**src/design/supervisor_cfg.svh**
```systemverilog
// constants of the supervisor block
// Summary of operation
// - an alarm match against the time of day sets alarm_flag at flags bit 6
// - four alarm fields, each with a select bit; a select of 0 compares
// - the select bit is the top bit of each alarm register
// - all selects 1 means no compare, the alarm fires every second
// - seconds only fires once a minute; seconds and minutes once an hour
// - adding hours fires daily; all four fire on an exact date match
// - any other select mix is still compared field by field
// - reading the flags register clears alarm_flag and every other flag
// - watchdog down counter steps on a 32 Hz tick, 31.25 ms period
// - watchdog counts only while osc_enable_n is 0
// - load the timeout at power-up; strobe bit 7 reloads the counter
// - reaching 0 sets watchdog_flag and, if enabled, the interrupt
// - watchdog_flag at flags bit 7, set on timeout, cleared by flags read
// - lock bit 6 of 0 lets timeout bits 5..0 be written; 1 ignores them
// - a timeout value of 0 disables the watchdog
// - supply below interrupt_threshold sets power_fail_flag bit 5 and, if enabled, irq
// - below lockout_threshold all bus access is blocked and ignored
// - supply below backup_supply moves the timekeeper to backup power
// - at power-up reassert switchover and power-fail, then return to main
// - power_fail_flag stays set until the flags register is read
// - only a complete read with write enable high clears the flags
// - interrupt needs source and enable; any one qualified source drives it
`ifndef SUPERVISOR_CFG_SVH
`define SUPERVISOR_CFG_SVH
`define ADDR_FLAGS 15'h7ff0
`define ADDR_ALM_SEC 15'h7ff2
`define ADDR_ALM_MIN 15'h7ff3
`define ADDR_ALM_HOUR 15'h7ff4
`define ADDR_ALM_DATE 15'h7ff5
`define ADDR_IRQ 15'h7ff6
`define ADDR_WDOG 15'h7ff7
`define BIT_WDF 7
`define BIT_AF 6
`define BIT_PF 5
`define BIT_STROBE 7
`define BIT_WLOCK 6
`define BIT_MATCH 7
`define BIT_WIE 7
`define BIT_AIE 6
`define BIT_PFE 5
`define IRQ_RESET 8'h24
`define WDOG_RESET 8'h00
`define CLK_HZ 20000000
`define TICK_HZ 32
`define TICK_CYCLES (`CLK_HZ / `TICK_HZ)
`endif

```
**src/design/supervisor_pkg.sv**
```systemverilog
// types of the supervisor block
package supervisor_pkg;
  typedef enum logic [1:0] {pw_off, pw_reassert, pw_main} pw_state_t;
  typedef logic [7:0] byte_t;
endpackage

```
**src/design/alarm_compare.sv**
```systemverilog
// alarm comparator, evaluated once per seconds update
`timescale 1ns/1ps
`include "supervisor_cfg.svh"
module alarm_compare import supervisor_pkg::*; (
  input wire logic clk,
  input wire logic rst_b,
  input wire logic sec_update,
  input wire byte_t tod_sec,
  input wire byte_t tod_min,
  input wire byte_t tod_hour,
  input wire byte_t tod_date,
  input wire byte_t alm_sec,
  input wire byte_t alm_min,
  input wire byte_t alm_hour,
  input wire byte_t alm_date,
  output logic alarm_hit
);
  typedef struct packed {logic hit;} st_t;
  st_t st_r, st_nxt;
  function automatic logic field_ok(input byte_t alm, input byte_t tod);
    // select 1 skips the field, 0 compares the low seven bits
    field_ok = alm[`BIT_MATCH] || (alm[6:0] == tod[6:0]);
  endfunction
  always_comb begin
    st_nxt = st_r;
    // every combination is compared literally, all-ones fires each second
    st_nxt.hit = sec_update && field_ok(alm_sec, tod_sec) && field_ok(alm_min, tod_min)
      && field_ok(alm_hour, tod_hour) && field_ok(alm_date, tod_date);
  end
  always_ff @(posedge clk or negedge rst_b) begin
    if (!rst_b) begin
      st_r <= '0;
    end else begin
      st_r <= st_nxt;
    end
  end
  assign alarm_hit = st_r.hit;
endmodule // alarm_compare

```
**src/design/watchdog_counter.sv**
```systemverilog
// watchdog down counter on a 32 Hz tick
`timescale 1ns/1ps
`include "supervisor_cfg.svh"
module watchdog_counter import supervisor_pkg::*; #(
  parameter int TICK_CYCLES = `TICK_CYCLES,
  parameter int TW = 6
) (
  input wire logic clk,
  input wire logic rst_b,
  input wire logic run,
  input wire logic osc_enable_n,
  input wire logic reload,
  input wire logic [TW-1:0] timeout,
  output logic expired
);
  typedef struct packed {
    logic [24:0] div;
    logic [TW-1:0] cnt;
    logic loaded;
    logic exp;
  } st_t;
  st_t st_r, st_nxt;
  logic tick;
  assign tick = (st_r.div == 25'(TICK_CYCLES - 1));
  always_comb begin
    st_nxt = st_r;
    st_nxt.exp = 1'b0;
    // prescaler stands still while the oscillator is off
    if (!osc_enable_n) begin
      st_nxt.div = tick ? '0 : st_r.div + 25'd1;
    end
    if (!run || timeout == '0) begin
      st_nxt.loaded = 1'b0;
      st_nxt.cnt = timeout;
    end else if (!st_r.loaded || reload) begin
      st_nxt.loaded = 1'b1;
      st_nxt.cnt = timeout;
    end else if (tick && !osc_enable_n && st_r.cnt != '0) begin
      st_nxt.cnt = st_r.cnt - TW'(1);
      // one pulse on the step into zero, then it rests until reload
      st_nxt.exp = (st_r.cnt == TW'(1));
    end
  end
  always_ff @(posedge clk or negedge rst_b) begin
    if (!rst_b) begin
      st_r <= '0;
    end else begin
      st_r <= st_nxt;
    end
  end
  assign expired = st_r.exp;
endmodule // watchdog_counter

```
**src/design/rtc_supervisor_alarm_watchdog.sv**
```systemverilog
// supervisor: alarm, watchdog, power monitor and its registers
`timescale 1ns/1ps
`include "supervisor_cfg.svh"
module rtc_supervisor_alarm_watchdog import supervisor_pkg::*; #(
  parameter int TICK_CYCLES = `TICK_CYCLES
) (
  input wire logic clk,
  input wire logic rst_b,
  input wire logic ce_b,
  input wire logic oe_b,
  input wire logic we_b,
  input wire logic [14:0] addr,
  input wire byte_t wdata,
  output byte_t rdata,
  output logic rdata_oe_b,
  input wire logic sec_update,
  input wire byte_t tod_sec,
  input wire byte_t tod_min,
  input wire byte_t tod_hour,
  input wire byte_t tod_date,
  input wire logic osc_enable_n,
  input wire logic bandgap_ok,
  input wire logic below_interrupt_threshold,
  input wire logic below_lockout_threshold,
  input wire logic below_backup_supply,
  output logic on_backup_supply,
  output logic irq_active
);
  typedef struct packed {
    pw_state_t pw;
    logic bk;
    logic in_cyc;
    logic cyc_rd;
    logic cyc_wr;
    logic [14:0] cyc_a;
    byte_t wd;
    byte_t alm_sec;
    byte_t alm_min;
    byte_t alm_hour;
    byte_t alm_date;
    byte_t irq_cfg;
    byte_t wdog;
    logic watchdog_flag;
    logic af;
    logic pf;
    byte_t rd;
    logic irq;
  } st_t;
  st_t st_r, st_nxt;
  logic alarm_hit;
  logic wd_expired;
  logic strobe;
  logic lockout;
  logic clr;

  alarm_compare u_alarm (
    .clk(clk),
    .rst_b(rst_b),
    .sec_update(sec_update),
    .tod_sec(tod_sec),
    .tod_min(tod_min),
    .tod_hour(tod_hour),
    .tod_date(tod_date),
    .alm_sec(st_r.alm_sec),
    .alm_min(st_r.alm_min),
    .alm_hour(st_r.alm_hour),
    .alm_date(st_r.alm_date),
    .alarm_hit(alarm_hit)
  );

  watchdog_counter #(.TICK_CYCLES(TICK_CYCLES), .TW(6)) u_wdog (
    .clk(clk),
    .rst_b(rst_b),
    .run(st_r.pw == pw_main),
    .osc_enable_n(osc_enable_n),
    .reload(strobe),
    .timeout(st_r.wdog[5:0]),
    .expired(wd_expired)
  );

  // a cycle ends when chip enable rises; only then does it take effect
  assign lockout = below_lockout_threshold || st_r.pw != pw_main;
  assign strobe = st_r.in_cyc && ce_b && st_r.cyc_wr && st_r.cyc_a == `ADDR_WDOG
    && st_r.wd[`BIT_STROBE] && !lockout;
  // a read whose write enable dropped anywhere in the cycle is not complete
  assign clr = st_r.in_cyc && ce_b && st_r.cyc_rd && !st_r.cyc_wr
    && st_r.cyc_a == `ADDR_FLAGS && !lockout;

  always_comb begin
    st_nxt = st_r;
    // power sequence: reassert backup and power fail before main operation
    case (st_r.pw)
      pw_off: begin
        if (bandgap_ok) begin
          st_nxt.pw = pw_reassert;
        end
      end
      pw_reassert: begin
        st_nxt.bk = 1'b1;
        st_nxt.pf = 1'b1;
        if (!below_backup_supply && !below_lockout_threshold) begin
          st_nxt.pw = pw_main;
        end
      end
      pw_main: begin
        if (!bandgap_ok) begin
          st_nxt.pw = pw_off;
        end
      end
      default: begin
        st_nxt.pw = pw_off;
      end
    endcase
    if (st_r.pw != pw_reassert) begin
      st_nxt.bk = below_backup_supply;
    end
    // bus cycle capture; lockout drops any cycle in progress
    if (lockout) begin
      st_nxt.in_cyc = 1'b0;
    end else if (!ce_b && !st_r.in_cyc) begin
      st_nxt.in_cyc = 1'b1;
      st_nxt.cyc_a = addr;
      st_nxt.cyc_rd = !oe_b;
      st_nxt.cyc_wr = !we_b;
      st_nxt.wd = wdata;
    end else if (!ce_b) begin
      st_nxt.cyc_rd = st_r.cyc_rd || !oe_b;
      st_nxt.cyc_wr = st_r.cyc_wr || !we_b;
      if (!we_b) begin
        st_nxt.wd = wdata;
      end
    end else begin
      st_nxt.in_cyc = 1'b0;
    end
    if (st_r.in_cyc && ce_b && st_r.cyc_wr && !lockout) begin
      case (st_r.cyc_a)
        `ADDR_ALM_SEC: st_nxt.alm_sec = st_r.wd;
        `ADDR_ALM_MIN: st_nxt.alm_min = st_r.wd;
        `ADDR_ALM_HOUR: st_nxt.alm_hour = st_r.wd;
        `ADDR_ALM_DATE: st_nxt.alm_date = st_r.wd;
        `ADDR_IRQ: st_nxt.irq_cfg = st_r.wd;
        `ADDR_WDOG: begin
          // the lock bit as held before this write decides on the timeout
          st_nxt.wdog[`BIT_WLOCK] = st_r.wd[`BIT_WLOCK];
          if (!st_r.wdog[`BIT_WLOCK]) begin
            st_nxt.wdog[5:0] = st_r.wd[5:0];
          end
        end
        default: begin
        end
      endcase
    end
    // flags: a read clears, but a new event in the same cycle wins
    if (clr) begin
      st_nxt.af = 1'b0;
      st_nxt.watchdog_flag = 1'b0;
      if (st_r.pw != pw_reassert) begin
        st_nxt.pf = 1'b0;
      end
    end
    if (alarm_hit) begin
      st_nxt.af = 1'b1;
    end
    if (wd_expired) begin
      st_nxt.watchdog_flag = 1'b1;
    end
    if (below_interrupt_threshold && st_r.pw == pw_main) begin
      st_nxt.pf = 1'b1;
    end
    // read data, registered on the cycle's first clock
    st_nxt.rd = 8'h00;
    case (addr)
      `ADDR_FLAGS: st_nxt.rd = {st_r.watchdog_flag, st_r.af, st_r.pf, 5'h00};
      `ADDR_ALM_SEC: st_nxt.rd = st_r.alm_sec;
      `ADDR_ALM_MIN: st_nxt.rd = st_r.alm_min;
      `ADDR_ALM_HOUR: st_nxt.rd = st_r.alm_hour;
      `ADDR_ALM_DATE: st_nxt.rd = st_r.alm_date;
      `ADDR_IRQ: st_nxt.rd = st_r.irq_cfg;
      `ADDR_WDOG: st_nxt.rd = {1'b0, st_r.wdog[6:0]};
      default: st_nxt.rd = 8'h00;
    endcase
    if (st_r.in_cyc) begin
      st_nxt.rd = st_r.rd;
    end
    // any single enabled source is enough
    st_nxt.irq = (st_r.watchdog_flag && st_r.irq_cfg[`BIT_WIE])
      || (st_r.af && st_r.irq_cfg[`BIT_AIE])
      || (st_r.pf && st_r.irq_cfg[`BIT_PFE]);
  end

  always_ff @(posedge clk or negedge rst_b) begin
    if (!rst_b) begin
      st_r <= '0;
      st_r.pw <= pw_off;
      st_r.irq_cfg <= `IRQ_RESET;
      st_r.wdog <= `WDOG_RESET;
    end else begin
      st_r <= st_nxt;
    end
  end

  assign rdata = st_r.rd;
  // output enable is also gated by lockout, so nothing is driven while below lockout
  assign rdata_oe_b = !(st_r.in_cyc && !ce_b && !oe_b && we_b && !lockout);
  assign on_backup_supply = st_r.bk;
  assign irq_active = st_r.irq;
endmodule // rtc_supervisor_alarm_watchdog

```
**config.mk**
```make
export PLATFORM = sky130hd
export DESIGN_NAME = rtc_supervisor_alarm_watchdog
export DESIGN_NICKNAME = d
export VERILOG_FILES = /design/src/design/supervisor_pkg.sv /design/src/design/alarm_compare.sv /design/src/design/watchdog_counter.sv /design/src/design/rtc_supervisor_alarm_watchdog.sv
export VERILOG_INCLUDE_DIRS = /design/src /design/src/design
export SDC_FILE = /design/constraint.sdc
export NUM_CORES = 1
export LEC_CHECK = 0
export BUFFER_PORTS_ARGS = -buffer_cell sky130_fd_sc_hd__buf_2
export CORE_ASPECT_RATIO = 2
export CORE_MARGIN = 1.5
export CORE_UTILIZATION = 58
export DETAILED_ROUTE_END_ITERATION = 16
export PLACE_DENSITY = 0.81
export SETUP_SLACK_MARGIN = 0.05
export SLEW_MARGIN = 20
export SYNTH_ARGS = -nofsm -noshare
export SYNTH_HDL_FRONTEND = slang
export SYNTH_SLANG_ARGS = --single-unit
```
**constraint.sdc**
```tcl
create_clock -name clk -period 2.6 [get_ports clk]
set_clock_uncertainty 0.05 [all_clocks]
set_input_delay 0.52 -clock clk [delete_from_list [all_inputs] [get_ports clk]]
set_output_delay 0.52 -clock clk [all_outputs]
set_load 0.01 [all_outputs]
```
## Word-level counts from Yosys, hierarchy flattened

Cells that the tools add are included.

| storage, ports and cells | value |
|---|---|
| logic and storage cells | 154 |
| register bits after elaboration | 122 |

| operators by class | value |
|---|---|
| muxes and demuxes | 28 |
| add/subtract/negate cells | 2 |
| equality and inequality tests | 29 |
| bitwise gates (word level) | 2 |
| reduce and logical (&&, ||, !) cells | 69 |

Operators by type and width:

| kind | count |
|---|---|
| $eq A15 B15 Y1 const B | 14 |
| $pmux W8 S7 | 1 |
| $eq A7 B7 Y1 | 4 |
| $logic_and A1 B1 Y1 | 26 |
| $add A25 B1 Y25 const B | 1 |
| $eq A25 B20 Y1 const B | 1 |
| $mux W25 | 1 |
| $mux W8 | 3 |
| $reduce_and A2 Y1 | 8 |
| $mux W1 | 13 |
| $logic_not A1 Y1 | 12 |
| $mux W6 | 2 |
| $logic_or A1 B1 Y1 | 11 |
| $reduce_and A3 Y1 | 3 |
| $mux W2 | 4 |
| $ne A2 B2 Y1 const B | 4 |
| $reduce_bool A2 Y1 | 4 |
| $mux W7 | 1 |
| $eq A6 B1 Y1 const B | 1 |
| $logic_not A6 Y1 | 1 |
| $mux W3 | 2 |
| $ne A2 B1 Y1 const B | 3 |
| $pmux W2 S3 | 1 |
| $reduce_bool A3 Y1 | 2 |
| 6 further kinds | 7 |

## Depth between registers and ports, before layout

| depth | value |
|---|---|
| word-level depth | 8 |
| mapped depth | 7 |
| mapped depth without buffers | 6 |

## Modules after synthesis

A second synthesis with hierarchy kept.

| second synthesis, totals | value |
|---|---|
| cell total of the unflattened synthesis | 503 |
| area total of the unflattened synthesis | 6019.5 µm² |

Modules (own cells, without submodules):

| module | cells an instance | times used | area each (µm²) |
|---|---|---|---|
| rtc_supervisor_alarm_watchdog | 293 | 1 | 3938.8 |
| watchdog_counter | 171 | 1 | 1724.2 |
| alarm_compare | 39 | 1 | 356.6 |

## Worst setup path before layout

Ideal clock, no wire load.

| timing path | value |
|---|---|
| path type | input -> register |
| from | in below_lockout_threshold |
| to | reg st_r[76] (netlist bit) |
| setup slack | 0.200 ns |
| cell stages on the path | 6 |
| required time | 2.425 ns |
| arrival | 2.226 ns |
| buffers on the path | 2 |
| library setup time | 0.125 ns |
| cells stage by stage | or3b_2 or2_2 clkbuf_1 nor2_2 buf_4 mux2_2 |

| between the ends | value |
|---|---|
| cells in the longest elaborated chain, start to end | 3 |

Ends and longest elaborated chain:

| element | RTL line | source |
|---|---|---|
| from (decl) | rtc_supervisor_alarm_watchdog.sv:24 | `input wire logic below_lockout_threshold,` |
| $logic_or A1 B1 Y1 | rtc_supervisor_alarm_watchdog.sv:82 | `assign lockout = below_lockout_threshold \|\| st_r.pw != pw_main;` |
| $not A1 Y1 (no line) | n/a |  |
| $reduce_and A2 Y1 (no line) | n/a |  |
| to (signal assigned) | rtc_supervisor_alarm_watchdog.sv:198 | `st_r <= st_nxt;` |
| to (decl) | rtc_supervisor_alarm_watchdog.sv:49 | `st_t st_r, st_nxt;` |

No other way between the ends.
A chain may end at the register's enable or synchronous reset.

## Worst setup path after layout

| timing path | value |
|---|---|
| from | reg st_r[87] (netlist bit) |
| to | out rdata_oe_b |

| between the ends | value |
|---|---|
| cells in the longest elaborated chain, start to end | 5 |

Ends and longest elaborated chain:

| element | RTL line | source |
|---|---|---|
| $ne A2 B2 Y1 | rtc_supervisor_alarm_watchdog.sv:82 |  |
| $logic_or A1 B1 Y1 | rtc_supervisor_alarm_watchdog.sv:82 |  |
| $logic_not A1 Y1 | rtc_supervisor_alarm_watchdog.sv:204 | `assign rdata_oe_b = !(st_r.in_cyc && !ce_b && !oe_b && we_b && !lockout);` |
| $logic_and A1 B1 Y1 | rtc_supervisor_alarm_watchdog.sv:204 |  |
| $logic_not A1 Y1 | rtc_supervisor_alarm_watchdog.sv:204 |  |
| to (decl) | rtc_supervisor_alarm_watchdog.sv:15 | `output logic rdata_oe_b,` |

No other way between the ends.

==> summary.md <==
| Metric | Value |
|---|---|
| Worst-margin pin slew | `~0.60 ns` |
| Worst reg2reg setup slack | `~0.2 ns` |
| Avg Cell Area, Syn | `around 12 um^2` |
| Num ports | `77` |
| Port bufs | `72` |
| Num CTS Buffers | `17` |
| Hold_ws | `around 0.017 ns` |
| Syn Inst Count | `around 530` |
| Top FF cell, synth | `dfrtp_1` |
| Final antenna-violating net count | `0` |
| Worst-Skew Late Latency | `0.41 ns` |
| Final Hold Vio Count | `0` |
| Die height | `148.2 um` |
| Global-route wire length before repair | `between 20000 and 30000 um` |
| Slew HR | `59.68%` |
| Clock sink total | `122` |
| Largest net degree at the start of global routing | `50` |
| Drt first pass iters | `5` |
| Mapped Area | `6116 um^2` |
| Post-detail-place hpwl | `11100 um` |
| Grt ovf | `0` |
| Leak | `3.508 nW` |
| Hold crit path type | `input port to async pin` |
| Fin crit period | `2.490 ns` |
| H-tree levels | `4` |
| Area Growth Syn to Fin | `19.27%` |
| Vias post-DR | `4787` |
| Clk pwr share | `45.9%` |
| Crit Path Max Fanout | `2` |
| DIE AREA | `11210 um^2` |
| Placer Congestion | `0.9333` |
| Distinct cell type count after synthesis | `64` |
| Vias in the first global route | `5039` |
| Setup-failing EPs final | `0` |
| Sequential share of power | `44.7%` |
| Worst setup margin | `0.1102 ns` |
| Worst vdd ir | `approximately 540 uV` |
| Row cnt | `52` |
| Cell Pwr Density | `about 730 nW/um^2` |
| Synthesis-stage register bit count | `122` |
| Crit path launch type | `flop` |
| Seq/Total Area, Yosys | `49.96%` |
| Initial Utilization | `around 60%` |
| Final nets | `a little under 700` |
| CTS root buffer | `clkbuf_16` |
| DR WL/cell | `20.92 um` |
| YS warnings | `0` |
| P_int | `4.009 mW` |
| MaxCap Viol Count | `0` |
| Period utilisation layout | `95.76%` |
| # fillers | `725` |
| Slew Viols, Final | `0` |
| Core Box Area | `between 10000 and 15000 um^2` |
| Outcome | `finished clean` |
| Net Switching | `1.308 mW` |
| Number of synthesized flops with an enable pin | `0` |
| Max Freq | `401.6 MHz` |
| Comb power frac | `9.4%` |
| Final core occ | `71.41%` |
| Clock buffer depth | `2` |
| CTS tree | `yes` |
| Inserted Diodes | `0` |
| FF-to-FF Start | `u_wdog.st_r[21]` |
| Reg2Reg Depth | `5` |
| Total Routing Usage GR | `30.60%` |
| Total Wirelength | `15940 um` |
| Layout cell share with drive strength beyond 1 | `35.25%` |
| Chip width | `roughly 76 um` |
| Clock slew at reported path FFs | `0.05 ns` |
| Reg2reg end | `u_wdog.st_r[5]` |
| DRT iter0 DRCs | `400` |
| Drt drc | `0` |
| Critical Path AT | `~1.9 ns` |
| Worst slack at placement | `0.006978 ns` |
| Post-DR vias/cell | `6.282` |
| WS Path Type | `flop to primary output` |
| CP Capture Type | `primary output` |
| Sw Ratio | `roughly a quarter` |
| Syn nets | `595` |
| Final setup TNS | `0 ns` |
| Initial antenna violation count | `0` |
| RSZ-0062 raised after global routing | `false` |
| Req. time, crit path | `2.03 ns` |
| Post-synthesis async set-or-reset flop share | `100.0%` |
## power by group through the flow
stage                     sequential, mW  clock, mW  combinational (mW)
after global placement              2.37          0               0.455
final                               2.38       2.44               0.501
after CTS                           2.37       2.46               0.504
after floorplan                     2.29          0               0.325
after global routing                2.40       2.53               0.553
after detailed placement            2.40          0               0.478
## cells in the final DEF, fill, tap and decap left out, types with 3 or more instances in the layout
cell / Yosys / routed
o22ai_1: 3 / 3
xor2_1: 21 / 21
clkinv_2: 0 / 5
nand4_1: 20 / 20
mux2_2: 73 / 73
nand3_1: 15 / 15
o21ai_0: 21 / 21
and3_1: 8 / 8
nor4b_1: 4 / 3
inv_1: 10 / 10
clkbuf_16: 0 / 17
nand2_1: 32 / 32
dfrtp_1: 120 / 120
nand2b_1: 6 / 6
a21oi_1: 6 / 6
mux4_2: 4 / 4
xnor2_1: 29 / 29
nor2_1: 27 / 27
buf_2: 0 / 71
a221oi_1: 3 / 3
or4_1: 4 / 4
nand3b_1: 3 / 3
nor3b_1: 3 / 3
ha_1: 4 / 4
buf_4: 10 / 21
clkbuf_1: 10 / 3
a21o_1: 5 / 5
mux2i_1: 7 / 7
a31oi_1: 8 / 8
nor4_1: 11 / 11
nor3_1: 11 / 11
bufinv_16: 0 / 4
## area by class of cell
class                   instances  area (um^2)  share of cell area [%]
clock buffers                  22        464.2                   6.364
clock inverters                 9        145.1                   1.990
inverters                      10        37.54                  0.5146
multi-input cells             370         2870                   39.35
flip-flops and latches        122         3055                   41.89
well taps                     135        168.9                   2.316
repair buffers                 94        553.0                   7.581
## cell usage after synthesis, types with 3 or more instances
cell / number / area share (%)
a21o_1: 5 / 0.61
a21oi_1: 6 / 0.49
a221oi_1: 3 / 0.43
a31oi_1: 8 / 0.82
and3_1: 8 / 0.82
buf_4: 10 / 1.2
clkbuf_1: 10 / 0.61
dfrtp_1: 120 / 49
ha_1: 4 / 0.82
inv_1: 10 / 0.61
mux2_2: 73 / 13
mux2i_1: 7 / 1.1
mux4_2: 4 / 1.5
nand2_1: 32 / 2.0
nand2b_1: 6 / 0.61
nand3_1: 15 / 1.2
nand3b_1: 3 / 0.37
nand4_1: 20 / 2.0
nor2_1: 27 / 1.7
nor3_1: 11 / 0.90
nor3b_1: 3 / 0.37
nor4_1: 11 / 1.1
nor4b_1: 4 / 0.57
o21ai_0: 21 / 1.7
o22ai_1: 3 / 0.31
or4_1: 4 / 0.49
xnor2_1: 29 / 4.2
xor2_1: 21 / 3.0
## flip-flops by register name, summed over array words and instances (netlist names)
| signal | count |
|---|---|
| u_wdog.st_r | 32 |
| st_r | 78 |
| irq_active | 1 |
| on_backup_supply | 1 |
| rdata | 8 |
| u_alarm.alarm_hit | 1 |
| u_wdog.expired | 1 |
## per-layer routing
metal | global-route usage (%) | routed length (um) | part of all wire (%) | up-vias
met5 | 0 | 0 | 0 | -
li1 | - | - | - | 2089
met2 | 53.07 | 8849 | 56 | 206
met4 | 17.77 | 830 | 5.2 | 0
met3 | 7.995 | 741 | 4.6 | 62
met1 | 31.78 | 5518 | 35 | 2430
## logic make-up after synthesis
logic type,after synthesis,share of synthesized area [%]
DFF,122,49.96
muxes,84,16.06
xor gates and xnor gates,50,7.160
and+or+nand+nor,174,16.67
buffers and inverters,33,3.294
adders and majority gates,4,0.8184
AOI/OAI and AO/OA,58,6.036
## worst max-delay path by stage
stage | slack (ns) | end | start | cells past startpoint
detailed placement | 0.007 | st_r[39] | below_lockout_threshold | 7
floorplan | 0.20 | st_r[76] | below_lockout_threshold | 6
global route | 0.06 | rdata_oe_b | st_r[87] | 4
CTS | 0.06 | rdata_oe_b | st_r[87] | 4
global placement | 0.02 | st_r[37] | below_lockout_threshold | 7
finish | 0.11 | rdata_oe_b | st_r[87] | 4
## repair_timing
item                       in CTS  in global routing
setup buffers                   3                  0
pin swaps                       1                  1
setup endpoints to repair       1                  2
hold buffers                    0                  0
resized for setup               1                  2
## per-stage QoR
step	cells	power (mW)	area, um^2
detailed placement	728	2.874	6651
global route	762	5.488	7295
global placement	728	2.829	6651
finish	762	5.318	7295
floorplan	525	2.615	6116
CTS	762	5.326	7286
## critical path, stage by stage (launching register included)
cell and delay [ns]:
dfrtp_1 0.38, or3b_4 0.38, or2_4 0.24, or3_1 0.37, buf_2 0.15
Power figures use the tool's default switching activity.
